==> src/tw_pkg.sv <==
// constants for the shift-unit two-wire master
// assumes a 10 MHz system clock
package tw_pkg;
  localparam int unsigned CLK_HZ = 10000000;
  localparam int unsigned STD_BPS = 100000;
  localparam int unsigned FAST_BPS = 400000;
  // quarter bit period in cycles, rounded up so the rate stays below the limit
  localparam int unsigned STD_QTR = (CLK_HZ + 4 * STD_BPS - 1) / (4 * STD_BPS);
  localparam int unsigned FAST_QTR = (CLK_HZ + 4 * FAST_BPS - 1) / (4 * FAST_BPS);
  localparam logic [7:0] STD_QTR_C = 8'(STD_QTR);
  localparam logic [7:0] FAST_QTR_C = 8'(FAST_QTR);
  localparam logic [3:0] PKT_BITS = 4'h9;
  // register indices
  localparam logic [2:0] REG_DATA = 3'h0;
  localparam logic [2:0] REG_STATUS = 3'h1;
  localparam logic [2:0] REG_CTRL = 3'h2;
  localparam logic [2:0] REG_CMD = 3'h3;
  localparam logic [2:0] REG_COUNT = 3'h4;
  localparam logic [2:0] REG_ERROR = 3'h5;
  // status bits
  localparam int unsigned ST_DONE = 0;
  localparam int unsigned ST_START = 1;
  localparam int unsigned ST_COLL = 2;
  localparam int unsigned ST_STOP = 3;
  localparam int unsigned ST_BUSY = 4;
  // control bits
  localparam int unsigned CT_FAST = 0;
  localparam int unsigned CT_CLK0 = 1;
  localparam int unsigned CT_STEP = 3;
  // command bits
  localparam int unsigned CM_GO = 0;
  localparam int unsigned CM_STOP = 1;
  // clock source selection
  localparam logic [1:0] SRC_PIN = 2'h0;
  localparam logic [1:0] SRC_TIMER = 2'h1;
  localparam logic [1:0] SRC_SOFT = 2'h2;
  // error codes and control register reset value
  localparam logic [7:0] ERR_NONE = 8'h00;
  localparam logic [7:0] ERR_NACK_DATA = 8'h05;
  localparam logic [7:0] ERR_NACK_ADDR = 8'h06;
  localparam logic [7:0] ERR_NO_START = 8'h07;
  localparam logic [7:0] ERR_NO_STOP = 8'h08;
  localparam logic [7:0] RESET_CTRL = 8'h01;
  typedef enum logic [2:0] {
    IDLE = 3'b000,
    START = 3'b001,
    BITS = 3'b011,
    HOLD = 3'b010,
    STOP = 3'b110
  } state_e;
endpackage

==> src/tw_master.sv <==
// two-wire master around an 8-bit shift register and a 4-bit bit counter
// assumes external pull-ups and slaves that may stretch the clock line
// How it works
// - start: data falls while clock high
// - stop: data rises while clock high
// - address plus direction follows each start
// - address nack abandons the transfer
// - direction bit selects byte sender
// - packet is nine clock periods
// - receiver pulls data low on ninth; master as receiver only before its last byte, no stop pending
// - high on ninth read as nack
// - master makes clock, start and stop
// - master drives clock line, slaves only stretch it low
// - stretched clock low stalls the sequence
// - several bytes per direction allowed
// - one shared unbuffered shift register
// - bit counter steps with shift clock
// - counter end sets done flag
// - shift clock: pin, timer or software
// - start, collision, stop detector flags
// - hold clock low after completion
// - read sends address, receives count bytes
// - reset leaves lines released, idle
// - standard or fast rate selectable
// - single master, no arbitration
// - missing start or stop reported
`timescale 1ns/1ns
module tw_master (
  input wire logic sys_clk,
  input wire logic reset,
  input wire logic [2:0] addr,
  input wire logic [7:0] wdata,
  input wire logic wr,
  input wire logic rd,
  output logic [7:0] rdata,
  input wire logic timer_match,
  input wire logic scl_in,
  output logic scl_out,
  output logic scl_oe_n,
  input wire logic sda_in,
  output logic sda_out,
  output logic sda_oe_n
);
  tw_pkg::state_e st_q, st_d;
  logic [1:0] scl_s_q, sda_s_q;
  logic scl_q, sda_q, scl_p_q, sda_p_q;
  logic [7:0] shift_q, stat_q, ctrl_q, count_q, err_q, rdata_q, div_q;
  logic [3:0] cnt_q;
  logic [1:0] ph_q;
  logic scl_drv_q, sda_drv_q, rx_q, first_q, nack_q, stop_pend_q, seen_q;
  wire fast = ctrl_q[tw_pkg::CT_FAST];
  wire [1:0] src = ctrl_q[tw_pkg::CT_CLK0+1:tw_pkg::CT_CLK0];
  wire [7:0] qtr = fast ? tw_pkg::FAST_QTR_C : tw_pkg::STD_QTR_C;
  wire wr_data = wr && addr == tw_pkg::REG_DATA;
  wire wr_stat = wr && addr == tw_pkg::REG_STATUS;
  wire wr_ctrl = wr && addr == tw_pkg::REG_CTRL;
  wire wr_cmd = wr && addr == tw_pkg::REG_CMD;
  wire wr_cnt = wr && addr == tw_pkg::REG_COUNT;
  wire go = wr_cmd && wdata[tw_pkg::CM_GO];
  wire stop_req = wr_cmd && wdata[tw_pkg::CM_STOP];
  wire soft_step = wr_ctrl && wdata[tw_pkg::CT_STEP];
  // released clock but line low means a slave is stretching
  wire stretched = !scl_drv_q && !scl_q;
  wire tick = (div_q == 8'h00) && !stretched;
  wire det_start = scl_q && scl_p_q && sda_p_q && !sda_q;
  wire det_stop = scl_q && scl_p_q && !sda_p_q && sda_q;
  wire coll = (st_q == tw_pkg::BITS) && !sda_drv_q && !sda_q && scl_q && !scl_p_q
              && !(rx_q || cnt_q == tw_pkg::PKT_BITS - 4'h1) ? 1'b1 : 1'b0;
  wire scl_rise = scl_q && !scl_p_q;
  wire shift_clk = (src == tw_pkg::SRC_PIN) ? scl_rise :
                   (src == tw_pkg::SRC_TIMER) ? timer_match : soft_step;
  wire bit_edge = (st_q == tw_pkg::BITS) && shift_clk && ph_q == 2'h2;
  wire last_bit = cnt_q == tw_pkg::PKT_BITS - 4'h1;
  // counter has already stepped past the ack bit when its high quarter ends
  wire pkt_end = cnt_q == tw_pkg::PKT_BITS;
  // hold keeps the bus claimed but is not busy: software may stop or restart
  wire busy = (st_q != tw_pkg::IDLE) && (st_q != tw_pkg::HOLD);
  wire data_bit = cnt_q < tw_pkg::PKT_BITS - 4'h1;
  wire bytes_left = count_q != 8'h00;
  wire [7:0] rd_mux = (addr == tw_pkg::REG_DATA) ? shift_q :
                      (addr == tw_pkg::REG_STATUS) ? {stat_q[7:5], busy,
                                                      stat_q[3:0]} :
                      (addr == tw_pkg::REG_CTRL) ? ctrl_q :
                      (addr == tw_pkg::REG_COUNT) ? count_q :
                      (addr == tw_pkg::REG_ERROR) ? err_q : 8'h00;
  // pins pass three register stages before use; first stage read only by the second
  always_ff @(posedge sys_clk or posedge reset) begin
    if (reset) begin
      scl_s_q <= 2'h3;
      sda_s_q <= 2'h3;
      scl_q <= 1'b1;
      sda_q <= 1'b1;
      scl_p_q <= 1'b1;
      sda_p_q <= 1'b1;
    end else begin
      scl_s_q <= {scl_s_q[0], scl_in};
      sda_s_q <= {sda_s_q[0], sda_in};
      scl_q <= scl_s_q[1];
      sda_q <= sda_s_q[1];
      scl_p_q <= scl_q;
      sda_p_q <= sda_q;
    end
  end
  always_ff @(posedge sys_clk or posedge reset) begin
    if (reset) begin
      div_q <= 8'h00;
    end else if (st_q == tw_pkg::IDLE || st_q == tw_pkg::HOLD || tick) begin
      div_q <= qtr - 8'h1;
    end else if (!stretched) begin
      div_q <= div_q - 8'h1;
    end
  end
  always_comb begin
    st_d = st_q;
    case (st_q)
      tw_pkg::IDLE, tw_pkg::HOLD: begin
        if (go) begin
          st_d = tw_pkg::START;
        end else if (stop_req) begin
          st_d = tw_pkg::STOP;
        end
      end
      tw_pkg::START: begin
        if (tick && ph_q == 2'h3) begin
          st_d = tw_pkg::BITS;
        end
      end
      tw_pkg::BITS: begin
        if (tick && ph_q == 2'h3 && pkt_end) begin
          st_d = (nack_q || stop_pend_q) ? tw_pkg::STOP :
                 bytes_left ? tw_pkg::BITS : tw_pkg::HOLD;
        end
      end
      tw_pkg::STOP: begin
        if (tick && ph_q == 2'h3) begin
          st_d = tw_pkg::IDLE;
        end
      end
      default: st_d = tw_pkg::IDLE;
    endcase
  end
  // four quarters per bit: 0 clock low set data, 1 low, 2 clock high, 3 high
  always_ff @(posedge sys_clk or posedge reset) begin
    if (reset) begin
      st_q <= tw_pkg::IDLE;
      ph_q <= 2'h0;
      cnt_q <= 4'h0;
      scl_drv_q <= 1'b0;
      sda_drv_q <= 1'b0;
      first_q <= 1'b0;
      rx_q <= 1'b0;
      nack_q <= 1'b0;
      stop_pend_q <= 1'b0;
      seen_q <= 1'b0;
    end else begin
      st_q <= st_d;
      if (st_q != st_d) begin
        ph_q <= 2'h0;
      end else if (tick) begin
        ph_q <= ph_q + 2'h1;
      end
      if (stop_req) begin
        stop_pend_q <= 1'b1;
      end else if (st_q == tw_pkg::IDLE) begin
        stop_pend_q <= 1'b0;
      end
      if (det_start || det_stop) begin
        seen_q <= 1'b1;
      end else if (st_q != st_d) begin
        seen_q <= 1'b0;
      end
      case (st_q)
        tw_pkg::IDLE, tw_pkg::HOLD: begin
          cnt_q <= 4'h0;
          if (go) begin
            // repeated start from hold: raise data before clock
            sda_drv_q <= 1'b0;
            first_q <= 1'b1;
            nack_q <= 1'b0;
          end
          if (stop_req) begin
            sda_drv_q <= 1'b1;
          end
        end
        tw_pkg::START: begin
          if (tick && ph_q == 2'h0) begin
            scl_drv_q <= 1'b0;
          end
          if (tick && ph_q == 2'h1) begin
            sda_drv_q <= 1'b1;
          end
          if (tick && ph_q == 2'h3) begin
            scl_drv_q <= 1'b1;
            rx_q <= 1'b0;
          end
        end
        tw_pkg::BITS: begin
          if (tick && ph_q == 2'h0) begin
            // data only changes with clock low, msb first
            sda_drv_q <= data_bit ? (!rx_q && !shift_q[7]) :
                         (rx_q && bytes_left && count_q != 8'h01 && !stop_pend_q);
          end
          if (tick && ph_q == 2'h1) begin
            scl_drv_q <= 1'b0;
          end
          if (bit_edge) begin
            cnt_q <= cnt_q + 4'h1;
            if (last_bit && !rx_q && sda_q) begin
              nack_q <= 1'b1;
            end
          end
          if (tick && ph_q == 2'h3) begin
            scl_drv_q <= 1'b1;
            if (pkt_end) begin
              cnt_q <= 4'h0;
              first_q <= 1'b0;
              if (first_q) begin
                rx_q <= shift_q[0];
              end
            end
          end
        end
        tw_pkg::STOP: begin
          if (tick && ph_q == 2'h0) begin
            scl_drv_q <= 1'b1;
            sda_drv_q <= 1'b1;
          end
          if (tick && ph_q == 2'h1) begin
            scl_drv_q <= 1'b0;
          end
          // release data a quarter early so the detector sees the stop before idle
          if (tick && ph_q == 2'h2) begin
            sda_drv_q <= 1'b0;
          end
        end
        default: begin
          scl_drv_q <= 1'b0;
        end
      endcase
    end
  end
  // one register shifts both ways; a new byte overwrites the last one
  always_ff @(posedge sys_clk or posedge reset) begin
    if (reset) begin
      shift_q <= 8'h00;
    end else if (bit_edge && data_bit) begin
      shift_q <= {shift_q[6:0], sda_q};
    end else if (wr_data) begin
      shift_q <= wdata;
    end
  end
  // flags: hardware set wins over software clear (write one to clear)
  always_ff @(posedge sys_clk or posedge reset) begin
    if (reset) begin
      stat_q <= 8'h00;
    end else begin
      stat_q[tw_pkg::ST_DONE] <= (bit_edge && last_bit) ||
        (stat_q[tw_pkg::ST_DONE] && !(wr_stat && wdata[tw_pkg::ST_DONE]));
      stat_q[tw_pkg::ST_START] <= det_start ||
        (stat_q[tw_pkg::ST_START] && !(wr_stat && wdata[tw_pkg::ST_START]));
      stat_q[tw_pkg::ST_COLL] <= coll ||
        (stat_q[tw_pkg::ST_COLL] && !(wr_stat && wdata[tw_pkg::ST_COLL]));
      stat_q[tw_pkg::ST_STOP] <= det_stop ||
        (stat_q[tw_pkg::ST_STOP] && !(wr_stat && wdata[tw_pkg::ST_STOP]));
      stat_q[7:4] <= {1'b0, cnt_q[2:0]};
    end
  end
  always_ff @(posedge sys_clk or posedge reset) begin
    if (reset) begin
      ctrl_q <= tw_pkg::RESET_CTRL;
      count_q <= 8'h00;
      err_q <= tw_pkg::ERR_NONE;
      rdata_q <= 8'h00;
    end else begin
      if (wr_ctrl) begin
        ctrl_q <= {wdata[7:4], 1'b0, wdata[2:0]};
      end
      if (wr_cnt) begin
        count_q <= wdata;
      end else if (bit_edge && last_bit && !first_q && bytes_left) begin
        count_q <= count_q - 8'h01;
      end
      if (go) begin
        err_q <= tw_pkg::ERR_NONE;
      end else if (st_q == tw_pkg::START && tick && ph_q == 2'h3 && !seen_q) begin
        err_q <= tw_pkg::ERR_NO_START;
      end else if (st_q == tw_pkg::STOP && st_d == tw_pkg::IDLE && !seen_q && !det_stop) begin
        err_q <= tw_pkg::ERR_NO_STOP;
      end else if (bit_edge && last_bit && !rx_q && sda_q) begin
        err_q <= first_q ? tw_pkg::ERR_NACK_ADDR : tw_pkg::ERR_NACK_DATA;
      end
      rdata_q <= rd ? rd_mux : 8'h00;
    end
  end
  // hold state keeps clock driven low to claim the bus; single master assumed
  assign rdata = rdata_q;
  assign scl_out = 1'b0;
  assign scl_oe_n = !scl_drv_q;
  assign sda_out = 1'b0;
  assign sda_oe_n = !sda_drv_q;
  property p_stop_release;
    @(posedge sys_clk) disable iff (reset)
      (st_q == tw_pkg::STOP && st_d == tw_pkg::IDLE) |=> !sda_drv_q && !scl_drv_q;
  endproperty
  a_stop_release: assert property (p_stop_release) else $error("stop left lines driven");
  property p_hold_low;
    @(posedge sys_clk) disable iff (reset)
      (st_q == tw_pkg::HOLD) |-> scl_drv_q;
  endproperty
  a_hold_low: assert property (p_hold_low) else $error("hold without clock low");
  property p_stretch;
    @(posedge sys_clk) disable iff (reset)
      stretched |=> $stable(cnt_q);
  endproperty
  a_stretch: assert property (p_stretch) else $error("counter moved during stretch");
  property p_cnt_max;
    @(posedge sys_clk) disable iff (reset)
      cnt_q <= tw_pkg::PKT_BITS;
  endproperty
  a_cnt_max: assert property (p_cnt_max) else $error("packet longer than nine");
  property p_done;
    @(posedge sys_clk) disable iff (reset)
      (bit_edge && last_bit) |=> stat_q[tw_pkg::ST_DONE];
  endproperty
  a_done: assert property (p_done) else $error("done flag missed");
  property p_nack_stop;
    @(posedge sys_clk) disable iff (reset)
      (st_q == tw_pkg::BITS && st_d != tw_pkg::BITS && nack_q) |=> st_q == tw_pkg::STOP;
  endproperty
  a_nack_stop: assert property (p_nack_stop) else $error("nack did not abandon");
  property p_reset_idle;
    @(posedge sys_clk) $fell(reset) |-> !scl_drv_q && !sda_drv_q && st_q == tw_pkg::IDLE;
  endproperty
  a_reset_idle: assert property (p_reset_idle) else $error("lines not released");
  property p_start_order;
    @(posedge sys_clk) disable iff (reset)
      (st_q == tw_pkg::START && $rose(sda_drv_q)) |-> !scl_drv_q;
  endproperty
  a_start_order: assert property (p_start_order) else $error("start with clock low");
  property p_idle_free;
    @(posedge sys_clk) disable iff (reset)
      (st_q == tw_pkg::IDLE) |-> !scl_drv_q;
  endproperty
  a_idle_free: assert property (p_idle_free) else $error("idle with clock driven");
endmodule

==> config.mk <==
export PLATFORM = sky130hd
export DESIGN_NAME = tw_master
export DESIGN_NICKNAME = d
export VERILOG_FILES = /design/src/tw_pkg.sv /design/src/tw_master.sv
export SDC_FILE = /design/constraint.sdc
export NUM_CORES = 1
export LEC_CHECK = 0
export BUFFER_PORTS_ARGS = -buffer_cell sky130_fd_sc_hd__buf_2
export CAP_MARGIN = 20
export CORE_AREA = 3 3 107 109
export DETAILED_ROUTE_END_ITERATION = 8
export DIE_AREA = 0 0 110 112
export PLACE_DENSITY_LB_ADDON = 0.15
export SLEW_MARGIN = 20
export SYNTH_ARGS = -nofsm -noshare
export SYNTH_HDL_FRONTEND = slang
export SYNTH_SLANG_ARGS = --single-unit
==> constraint.sdc <==
create_clock -name sys_clk -period 5.4 [get_ports sys_clk]
set_clock_uncertainty 0.2 [all_clocks]
set_input_delay 0.54 -clock sys_clk [delete_from_list [all_inputs] [get_ports sys_clk]]
set_output_delay 0.54 -clock sys_clk [all_outputs]
set_load 0.03 [all_outputs]
======== Word-level counts from Yosys, hierarchy flattened ========
Index checks and enable logic that the tools add are counted.
operators by class
  add/sub/neg operators ................... 5
  multiply operators ...................... 0
  div/mod/pow operators ................... 0
  magnitude comparators ................... 1
  equality and inequality tests ........... 33
  shift-type cells ........................ 0
  multiplexer cells ....................... 65
  bitwise logic cells ..................... 1
  reduce and logical (&&, ||, !) cells .... 105
operators by type and width
  cell                 number
  $mux 8               16
  $logic_and 1x1->1    55
  $mux 1               29
  $logic_not 1->1      18
  $mux 3               6
  $sub 8x1->8 const B  2
  $reduce_bool 2->1    7
  $eq 3x2->1 const B   4
  $mux 4               3
  $ne 2x2->1 const B   6
  $ne 3x3->1 const B   4
  $pmux 3 s4           1
  $reduce_and 4->1     3
  $reduce_and 5->1     2
  $eq 3x3->1 const B   3
  $logic_not 3->1      3
  $logic_or 1x1->1     9
  $eq 4x4->1 const B   2
  $logic_not 8->1      1
  $ne 2x1->1 const B   4
  $ne 8x1->1 const B   1
  $pmux 1 s4           2
  $pmux 4 s2           1
  $reduce_bool 4->1    2
  other kinds (18)     26
word-level totals
  flip-flop bits (word level) ............. 78
  latch bits .............................. 0
  memory bits (writable) .................. 0
  memory bits (read-only) ................. 0
  input port bits ......................... 18
  output and inout bits ................... 12
  word-level logic and storage cells ...... 233
  memories ................................ 0

======== Logic depth before layout (Yosys ltp) ========
Gate-level depths: netlist of run 1.
  depth in word-level cells ............... 15
  mapped depth ............................ 9
  depth with buffers taken out ............ 7

======== Worst setup path after synthesis of run 1 ========
OpenSTA, ideal clock, no wires.
  path kind ............................... input to register
  start point ............................. input addr[0]
  end point ............................... register count_q[7]
  arrival ................................. 1.992 ns
  path slack .............................. 3.126 ns
  stages .................................. 7
  cell sequence ........................... buf_6 > and4bb_1 > buf_4 > and3_4 > o21ai_2 > or4_1 > a31oi_1
between the ends
  word-level cells in the longest chain between the ends .. 11
ends and longest elaborated chain
  what                             RTL line          text
  from (decl)                      tw_master.sv:31   input wire logic [2:0] addr,
  $eq 3x2->1                       tw_master.sv:56   wire wr_ctrl = wr && addr == tw_pkg::REG_CTRL;
  $logic_and 1x1->1                tw_master.sv:56
  $logic_and 1x1->1                tw_master.sv:61   wire soft_step = wr_ctrl && wdata[tw_pkg::CT_STEP];
  $mux 1                           tw_master.sv:71   (src == tw_pkg::SRC_TIMER) ? timer_match : soft_step;
  $mux 1                           tw_master.sv:70   wire shift_clk = (src == tw_pkg::SRC_PIN) ? scl_rise :
  $logic_and 1x1->1 (2 in series)  tw_master.sv:72   wire bit_edge = (st_q == tw_pkg::BITS) && shift_clk && ph_q == 2'h2;
  $logic_and 1x1->1 (3 in series)  tw_master.sv:280  end else if (bit_edge && last_bit && !first_q && bytes_left) begin
  $reduce_bool 2->1 (no line)      --
  to (signal assigned)             tw_master.sv:279  count_q <= wdata;
  to (signal assigned)             tw_master.sv:281  count_q <= count_q - 8'h01;
  to (decl)                        tw_master.sv:47   logic [7:0] shift_q, stat_q, ctrl_q, count_q, err_q, rdata_q, div_q;
Several ways; a longest one is shown, not always the timed one.
A chain may end at the register's enable or synchronous reset.

======== Worst setup path in the final report of run 1 ========
  start point ............................. register div_q[0]
  end point ............................... register seen_q
between the ends
  word-level cells in the longest chain between the ends .. 8
ends and longest elaborated chain
  what                           RTL line                                              text
  from (decl)                    tw_master.sv:47
  from (signal assigned)         tw_master.sv:108                                      div_q <= qtr - 8'h1;
  from (signal assigned)         tw_master.sv:110                                      div_q <= div_q - 8'h1;
  $logic_not 8->1 *              tw_master.sv:64                                       wire tick = (div_q == 8'h00) && !stretched;
  $logic_and 1x1->1 *            tw_master.sv:64
  $logic_and 1x1->1 *            tw_master.sv:124, tw_master.sv:129, tw_master.sv:135
  $logic_and 1x1->1              tw_master.sv:129                                      if (tick && ph_q == 2'h3 && pkt_end) begin
  $mux 3                         tw_master.sv:129
  $pmux 3 s4 *                   tw_master.sv:115                                      case (st_q)
  $ne 3x3->1 *                   tw_master.sv:169                                      end else if (st_q != st_d) begin
  $reduce_bool 2->1 (no line) *  --
  to (signal assigned)           tw_master.sv:154                                      seen_q <= 1'b0;
  to (signal assigned)           tw_master.sv:168                                      seen_q <= 1'b1;
  to (signal assigned)           tw_master.sv:170                                      seen_q <= 1'b0;
  to (decl)                      tw_master.sv:50                                       logic scl_drv_q, sda_drv_q, rx_q, first_q, nack_q, stop_pend_q, seen_q;
Mark *: on every way between the ends. The rest lies on a longest branch, timed or not.

==> results.json, run 1 <==
{
  "num_rows": 38,
  "power_density_mw_per_mm2": 362,
  "rsz0062_at_grt": "no",
  "clkLatencyLatePin_ps": 350,
  "synth_edf_count": 0,
  "netlist_instances": 431,
  "whs_ps": 78.3,
  "setup_tns_ps": 0,
  "cts_tree": "done",
  "syn_to_final_growth_pct": 9.68,
  "worstSetupPathType": "flop to flop",
  "path_cells": "inv_1 -> ha_1 -> nor3b_1 -> and4_1 -> a21oi_1 -> o221ai_1 -> o22ai_1",
  "htree_levels": 3,
  "cts_setup_buffers": 0,
  "finalHoldViolCount": 0,
  "avgSynthCellArea_um2": 9.66,
  "place_congestion": 0.850,
  "dp_cells": 576,
  "critPathRequiredTime_ps": 5420,
  "p_int_mw": 1.09,
  "fp.coreArea_mm2": 0.0107,
  "ios": 30,
  "place.detailed.hpwl_um": 7740,
  "crit_family": "simple AND/OR/NAND/NOR gates",
  "die-height_um": 112,
  "cp_slowest_cell": "nor3b_1",
  "worstPathArrival_ps": 2690,
  "p_leak_nw": 1.92,
  "post-route-period-util_pct": 49.5,
  "multi_input_area_mm2": 0.00215,
  "grt_pass1_wl_um": 17300,
  "placed_area_mm2": 0.00437,
  "hp-start": "sda_in",
  "end_kind": "flop",
  "track_usage_pct": 18.3,
  "stdcell_count": 592,
  "drive_above_1_share_pct": 16.4,
  "pre_cts_slack_ps": 2520,
  "drv_cap": 0,
  "tightest_slew_ps": 760,
  "clockBufferDepth": 2,
  "ant_nets": 0,
  "timing.max_slew.rel_slack_pct": 49.3,
  "setup_slack_ps": 2730,
  "cts-root-buf": "clkbuf_8",
  "grt_max_degree": 40,
  "critPathLaunch": "div_q[0]$_DFFE_PP0P_",
  "finalInstanceArea_mm2": 0.00457,
  "switchingPower_mw": 0.566,
  "setup_viol": 0,
  "synth_top_cell_area_share_pct": 38.5,
  "async_flop_share_pct": 100,
  "power_frac_clock_pct": 25.9,
  "drc": 0,
  "cp-start-kind": "flop",
  "grt_pass1_vias": 3223,
  "r2r_start": "div_q[0]$_DFFE_PP0P_",
  "cts_made_buffers": 9,
  "synth-main-ff-cell": "dfrtp_1",
  "post-route-min-period_ps": 2670,
  "wire_per_inst_um": 17.9,
  "utilization_pct": 42.7,
  "synth_top_area_cell": "dfrtp_1",
  "finalNetCount": 476,
  "cts.sinks": 73,
  "synth_seq_cells": 73,
  "path_buf_inv": 1,
  "syn_area_mm2": 0.00416,
  "vias_per_cell": 5.65,
  "grt-ovfl-total": 0,
  "cpPeakStageDelay_ps": 450,
  "synth_common_cells": "64 x dfrtp_1, 44 x nor2_1, 25 x a21oi_1, 25 x nand2_1, 22 x mux2i_1",
  "cts_resized": 0,
  "regArea_mm2": 0.00184,
  "n_fill_cell": 1045,
  "timing.fmax_ghz": 0.374,
  "vias": 3346,
  "yosys-top-cells-area": "dfrtp_1 38%, dfstp_2 5.7%, mux2i_1 5.3%",
  "clkTransAtPathRegs_ps": 80,
  "slew_violations": 0,
  "drt_iter0_drc": 317,
  "holdCritPathClass": "input port to flop",
  "firstDrtPassIters": 4,
  "fp.dieW_um": 110,
  "diodes": 0,
  "antenna_found_initial": 0,
  "p_seq_share_pct": 49.4,
  "irDropWorstVdd_uv": 161,
  "yosysUniqueCellTypes": 75,
  "outcome": "complete, no violations",
  "synth-seq-area-share_pct": 44.1,
  "portBuffers": 27,
  "p_total_mw": 1.65,
  "worst-path-max-fanout": 7,
  "start_util_pct": 38.9,
  "fp.dieArea_mm2": 0.0123,
  "hold_buffers": 0,
  "wl_um": 10600,
  "swShare_pct": 34.3,
  "p_comb_share_pct": 24.8,
  "yosys_warnings": 0,
  "yosysMostFrequentCell": "dfrtp_1"
}
## final cells by class
type | count | share of cell area (%)
Inverter | 19 | 1.56
Multi-Input combinational cell | 316 | 47.1
Tap cell | 140 | 3.84
Clock inverter | 2 | 0.822
Clock buffer | 14 | 3.34
Sequential cell | 73 | 40.2
Timing Repair Buffer | 28 | 3.12
## registers in the layout, indices dropped and copies added (netlist names), 2 cells and up
name / count
scl_s_q: 2
sda_s_q: 2
rdata: 8
stat_q: 6
shift_q: 8
count_q: 8
ph_q: 2
ctrl_q: 7
st_q: 3
err_q: 4
div_q: 8
cnt_q: 4
## power groups by stage
stage / clock (mW) / combinational, mW / sequential (mW)
final: 0.427 / 0.409 / 0.815
after global routing: 0.464 / 0.465 / 0.834
after CTS: 0.437 / 0.412 / 0.814
after detailed placement: 0 / 0.410 / 0.824
after global placement: 0 / 0.398 / 0.822
after floorplan: 0 / 0.317 / 0.789
## final timing paths
check	endpoint	cells after the start	slack, ps
min reg2reg	scl_q$_DFF_PP1_	0	160
max in group asynchronous	scl_q$_DFF_PP1_	3	3850
max reg2reg	seen_q$_DFFE_PP0P_	7	2730
min in group asynchronous	rdata[5]$_DFF_PP0_	2	110
min	sda_s_q[0]$_DFF_PP1_	1	80
max	seen_q$_DFFE_PP0P_	7	2730
## per-layer routing
layer	GRT usage (%)	wire (µm)	vias to the layer above
met4	7.07	224	0
met2	26.5	4800	64
met1	27.3	5200	1659
li1	-	-	1602
met5	0	0	-
met3	2.84	390	21
## logic make-up (layout without fill, tap and decap cells)
kind of cell	Yosys count	after routing	synth area share (%)
xor gates and xnor gates	9	9	1.89
and+or+nand+nor	157	157	20.9
other	1	2	0.0901
muxes	31	31	7.72
AOI/OAI and AO/OA	106	106	17.2
adders and majority gates	11	11	3.31
DFF	73	73	44.1
buffers and inverters	43	63	4.69
## layout by cell type, fill, tap and decap left out, types with 5 or more instances in the layout
cell type  instances
o21ai_0           17
clkbuf_8          10
a31oi_1           12
nand2_1           25
mux2_2             9
nor2_1            44
o31ai_1            6
or3_1              6
ha_1              11
a21o_1             7
nand3_1           12
or4_1              5
xnor2_1            5
buf_2             27
mux2i_1           22
a21oi_1           25
nor3_1            15
inv_1             18
dfrtp_1           64
dfstp_2            9
Power figures use the tool's default switching activity.
==> run 2, diff against run 1 <==
clock period = 2.5 ns   (was 5.4 ns; I/O delays follow)
==> results.json, run 2 (synthesized netlist as in run 1, its figures left out) <==
{
  "outcome": "complete, no violations",
  "worstSetupPathType": "flop to flop",
  "cts.sinks": 73,
  "whs_ps": 32.4,
  "fp.coreArea_mm2": 0.0107,
  "power_density_mw_per_mm2": 752,
  "end_kind": "flop",
  "p_leak_nw": 2.11,
  "tightest_slew_ps": 745,
  "ant_nets": 0,
  "vias": 3487,
  "cts_tree": "done",
  "worstPathArrival_ps": 2460,
  "timing.fmax_ghz": 0.414,
  "final_common_cell": "dfrtp_1",
  "htree_levels": 3,
  "cts-root-buf": "clkbuf_8",
  "fp.dieW_um": 110,
  "wire_per_inst_um": 17.5,
  "cts_made_buffers": 9,
  "syn_to_final_growth_pct": 18.0,
  "ios": 30,
  "finalInstanceArea_mm2": 0.00491,
  "finalNetCount": 516,
  "start_util_pct": 38.9,
  "setup_tns_ps": 0,
  "grt_pass1_vias": 3497,
  "most-common-layout-cells": "64 x dfrtp_1, 44 x nor2_1, 31 x buf_4",
  "power_frac_clock_pct": 26.3,
  "rsz0062_at_grt": "no",
  "drv_cap": 0,
  "grt-ovfl-total": 0,
  "portBuffers": 27,
  "setup_viol": 0,
  "die-height_um": 112,
  "diodes": 0,
  "firstDrtPassIters": 4,
  "placed_area_mm2": 0.00461,
  "fp.dieArea_mm2": 0.0123,
  "critPathRequiredTime_ps": 2550,
  "clkLatencyLatePin_ps": 360,
  "grt_pass1_wl_um": 18800,
  "antenna_found_initial": 0,
  "p_comb_share_pct": 26.7,
  "critPathLaunch": "count_q[6]$_DFFE_PP0P_",
  "drive_above_1_share_pct": 22.4,
  "r2r_start": "count_q[6]$_DFFE_PP0P_",
  "place.detailed.hpwl_um": 8270,
  "post-route-min-period_ps": 2410,
  "num_rows": 38,
  "place_congestion": 0.841,
  "p_int_mw": 2.41,
  "switchingPower_mw": 1.29,
  "irDropWorstVdd_uv": 262,
  "timing.max_slew.rel_slack_pct": 50.3,
  "p_total_mw": 3.70,
  "clockBufferDepth": 2,
  "holdCritPathClass": "input port to flop",
  "p_seq_share_pct": 47.0,
  "worst-path-max-fanout": 5,
  "cp-start-kind": "flop",
  "drc": 0,
  "grt_max_degree": 34,
  "swShare_pct": 34.8,
  "finalHoldViolCount": 0,
  "clkTransAtPathRegs_ps": 80,
  "wl_um": 11100,
  "vias_per_cell": 5.52,
  "n_fill_cell": 1041,
  "drt_iter0_drc": 324,
  "track_usage_pct": 19.9,
  "hp-start": "wdata[3]",
  "slew_violations": 0,
  "post-route-period-util_pct": 96.6
}
-- run 2: cell types whose count changed in the layout (fill, tap and decap cells not counted), sizes merged --
cell | previous run | this run
buf | 28 | 59
clkbuf | 14 | 10
clkinv | 0 | 1
clkinvlp | 1 | 3
dlygate4sd3 | 0 | 9
inv | 19 | 20
-- run 2: final timing paths --
kind | to | slack, ps | cells after the start
worst min-delay path | count_q[3]$_DFFE_PP0P_ | 30 | 3
worst max register to register | sda_drv_q$_DFFE_PP0P_ | 90 | 5
max in group asynchronous | sda_s_q[0]$_DFF_PP1_ | 1010 | 4
worst min register to register | sda_q$_DFF_PP1_ | 150 | 0
worst max-delay path | sda_drv_q$_DFFE_PP0P_ | 90 | 5
min in group asynchronous | rdata[6]$_DFF_PP0_ | 360 | 3
-- run 2: layout make-up --
class / count / area [µm²] / area share (%)
clock inverter: 6 / 66.3 / 1.35
inverter: 19 / 71.3 / 1.45
sequential: 73 / 1840 / 37.4
tap: 140 / 175 / 3.57
clock buffer: 10 / 138 / 2.80
multi-input combinational: 316 / 2150 / 43.7
timing repair buffer: 68 / 478 / 9.73
-- run 2: per-stage QoR --
| step | instances | setup WS [ps] | utilization [%] |
|---|---|---|---|
| floorplan | 432 | 212 | - |
| global placement | 607 | 178 | 43.1 |
| detailed placement | 607 | 108 | 43.1 |
| CTS | 632 | 86.9 | 45.9 |
| global route | 632 | 1.83 | 45.9 |
| finish | 632 | 86.0 | 45.9 |
-- run 2: critical path, stage by stage (launching register included) --
cell and delay [ps]:
dfrtp_1 420, or4_1 590, nor4_1 370, nor3_1 80, or3_1 370, a32o_1 270
-- run 2: power by group through the flow --
stage / Clock [mW] / Sequential, mW / Combinational [mW]
6_report: 0.974 / 1.74 / 0.987
5_1_grt: 1.06 / 1.78 / 1.13
2_1_floorplan: 0 / 1.70 / 0.684
3_3_place_gp: 0 / 1.75 / 0.963
4_1_cts: 1.00 / 1.74 / 0.997
3_5_place_dp: 0 / 1.76 / 0.984
-- run 2: routing by layer --
metal | part of all wire, % | global-route usage [%]
met5 | 0 | 0
met3 | 4.7 | 4.17
met2 | 45 | 28.2
met4 | 2.3 | 7.98
met1 | 48 | 29.3
-- run 2: what timing repair did --
item | in CTS | in global routing
hold endpoints to repair | 43 | 0
endpoints found under the setup margin | 0 | 1
setup buffers | 0 | 0
resized for setup | 0 | 1
hold buffers | 9 | 0
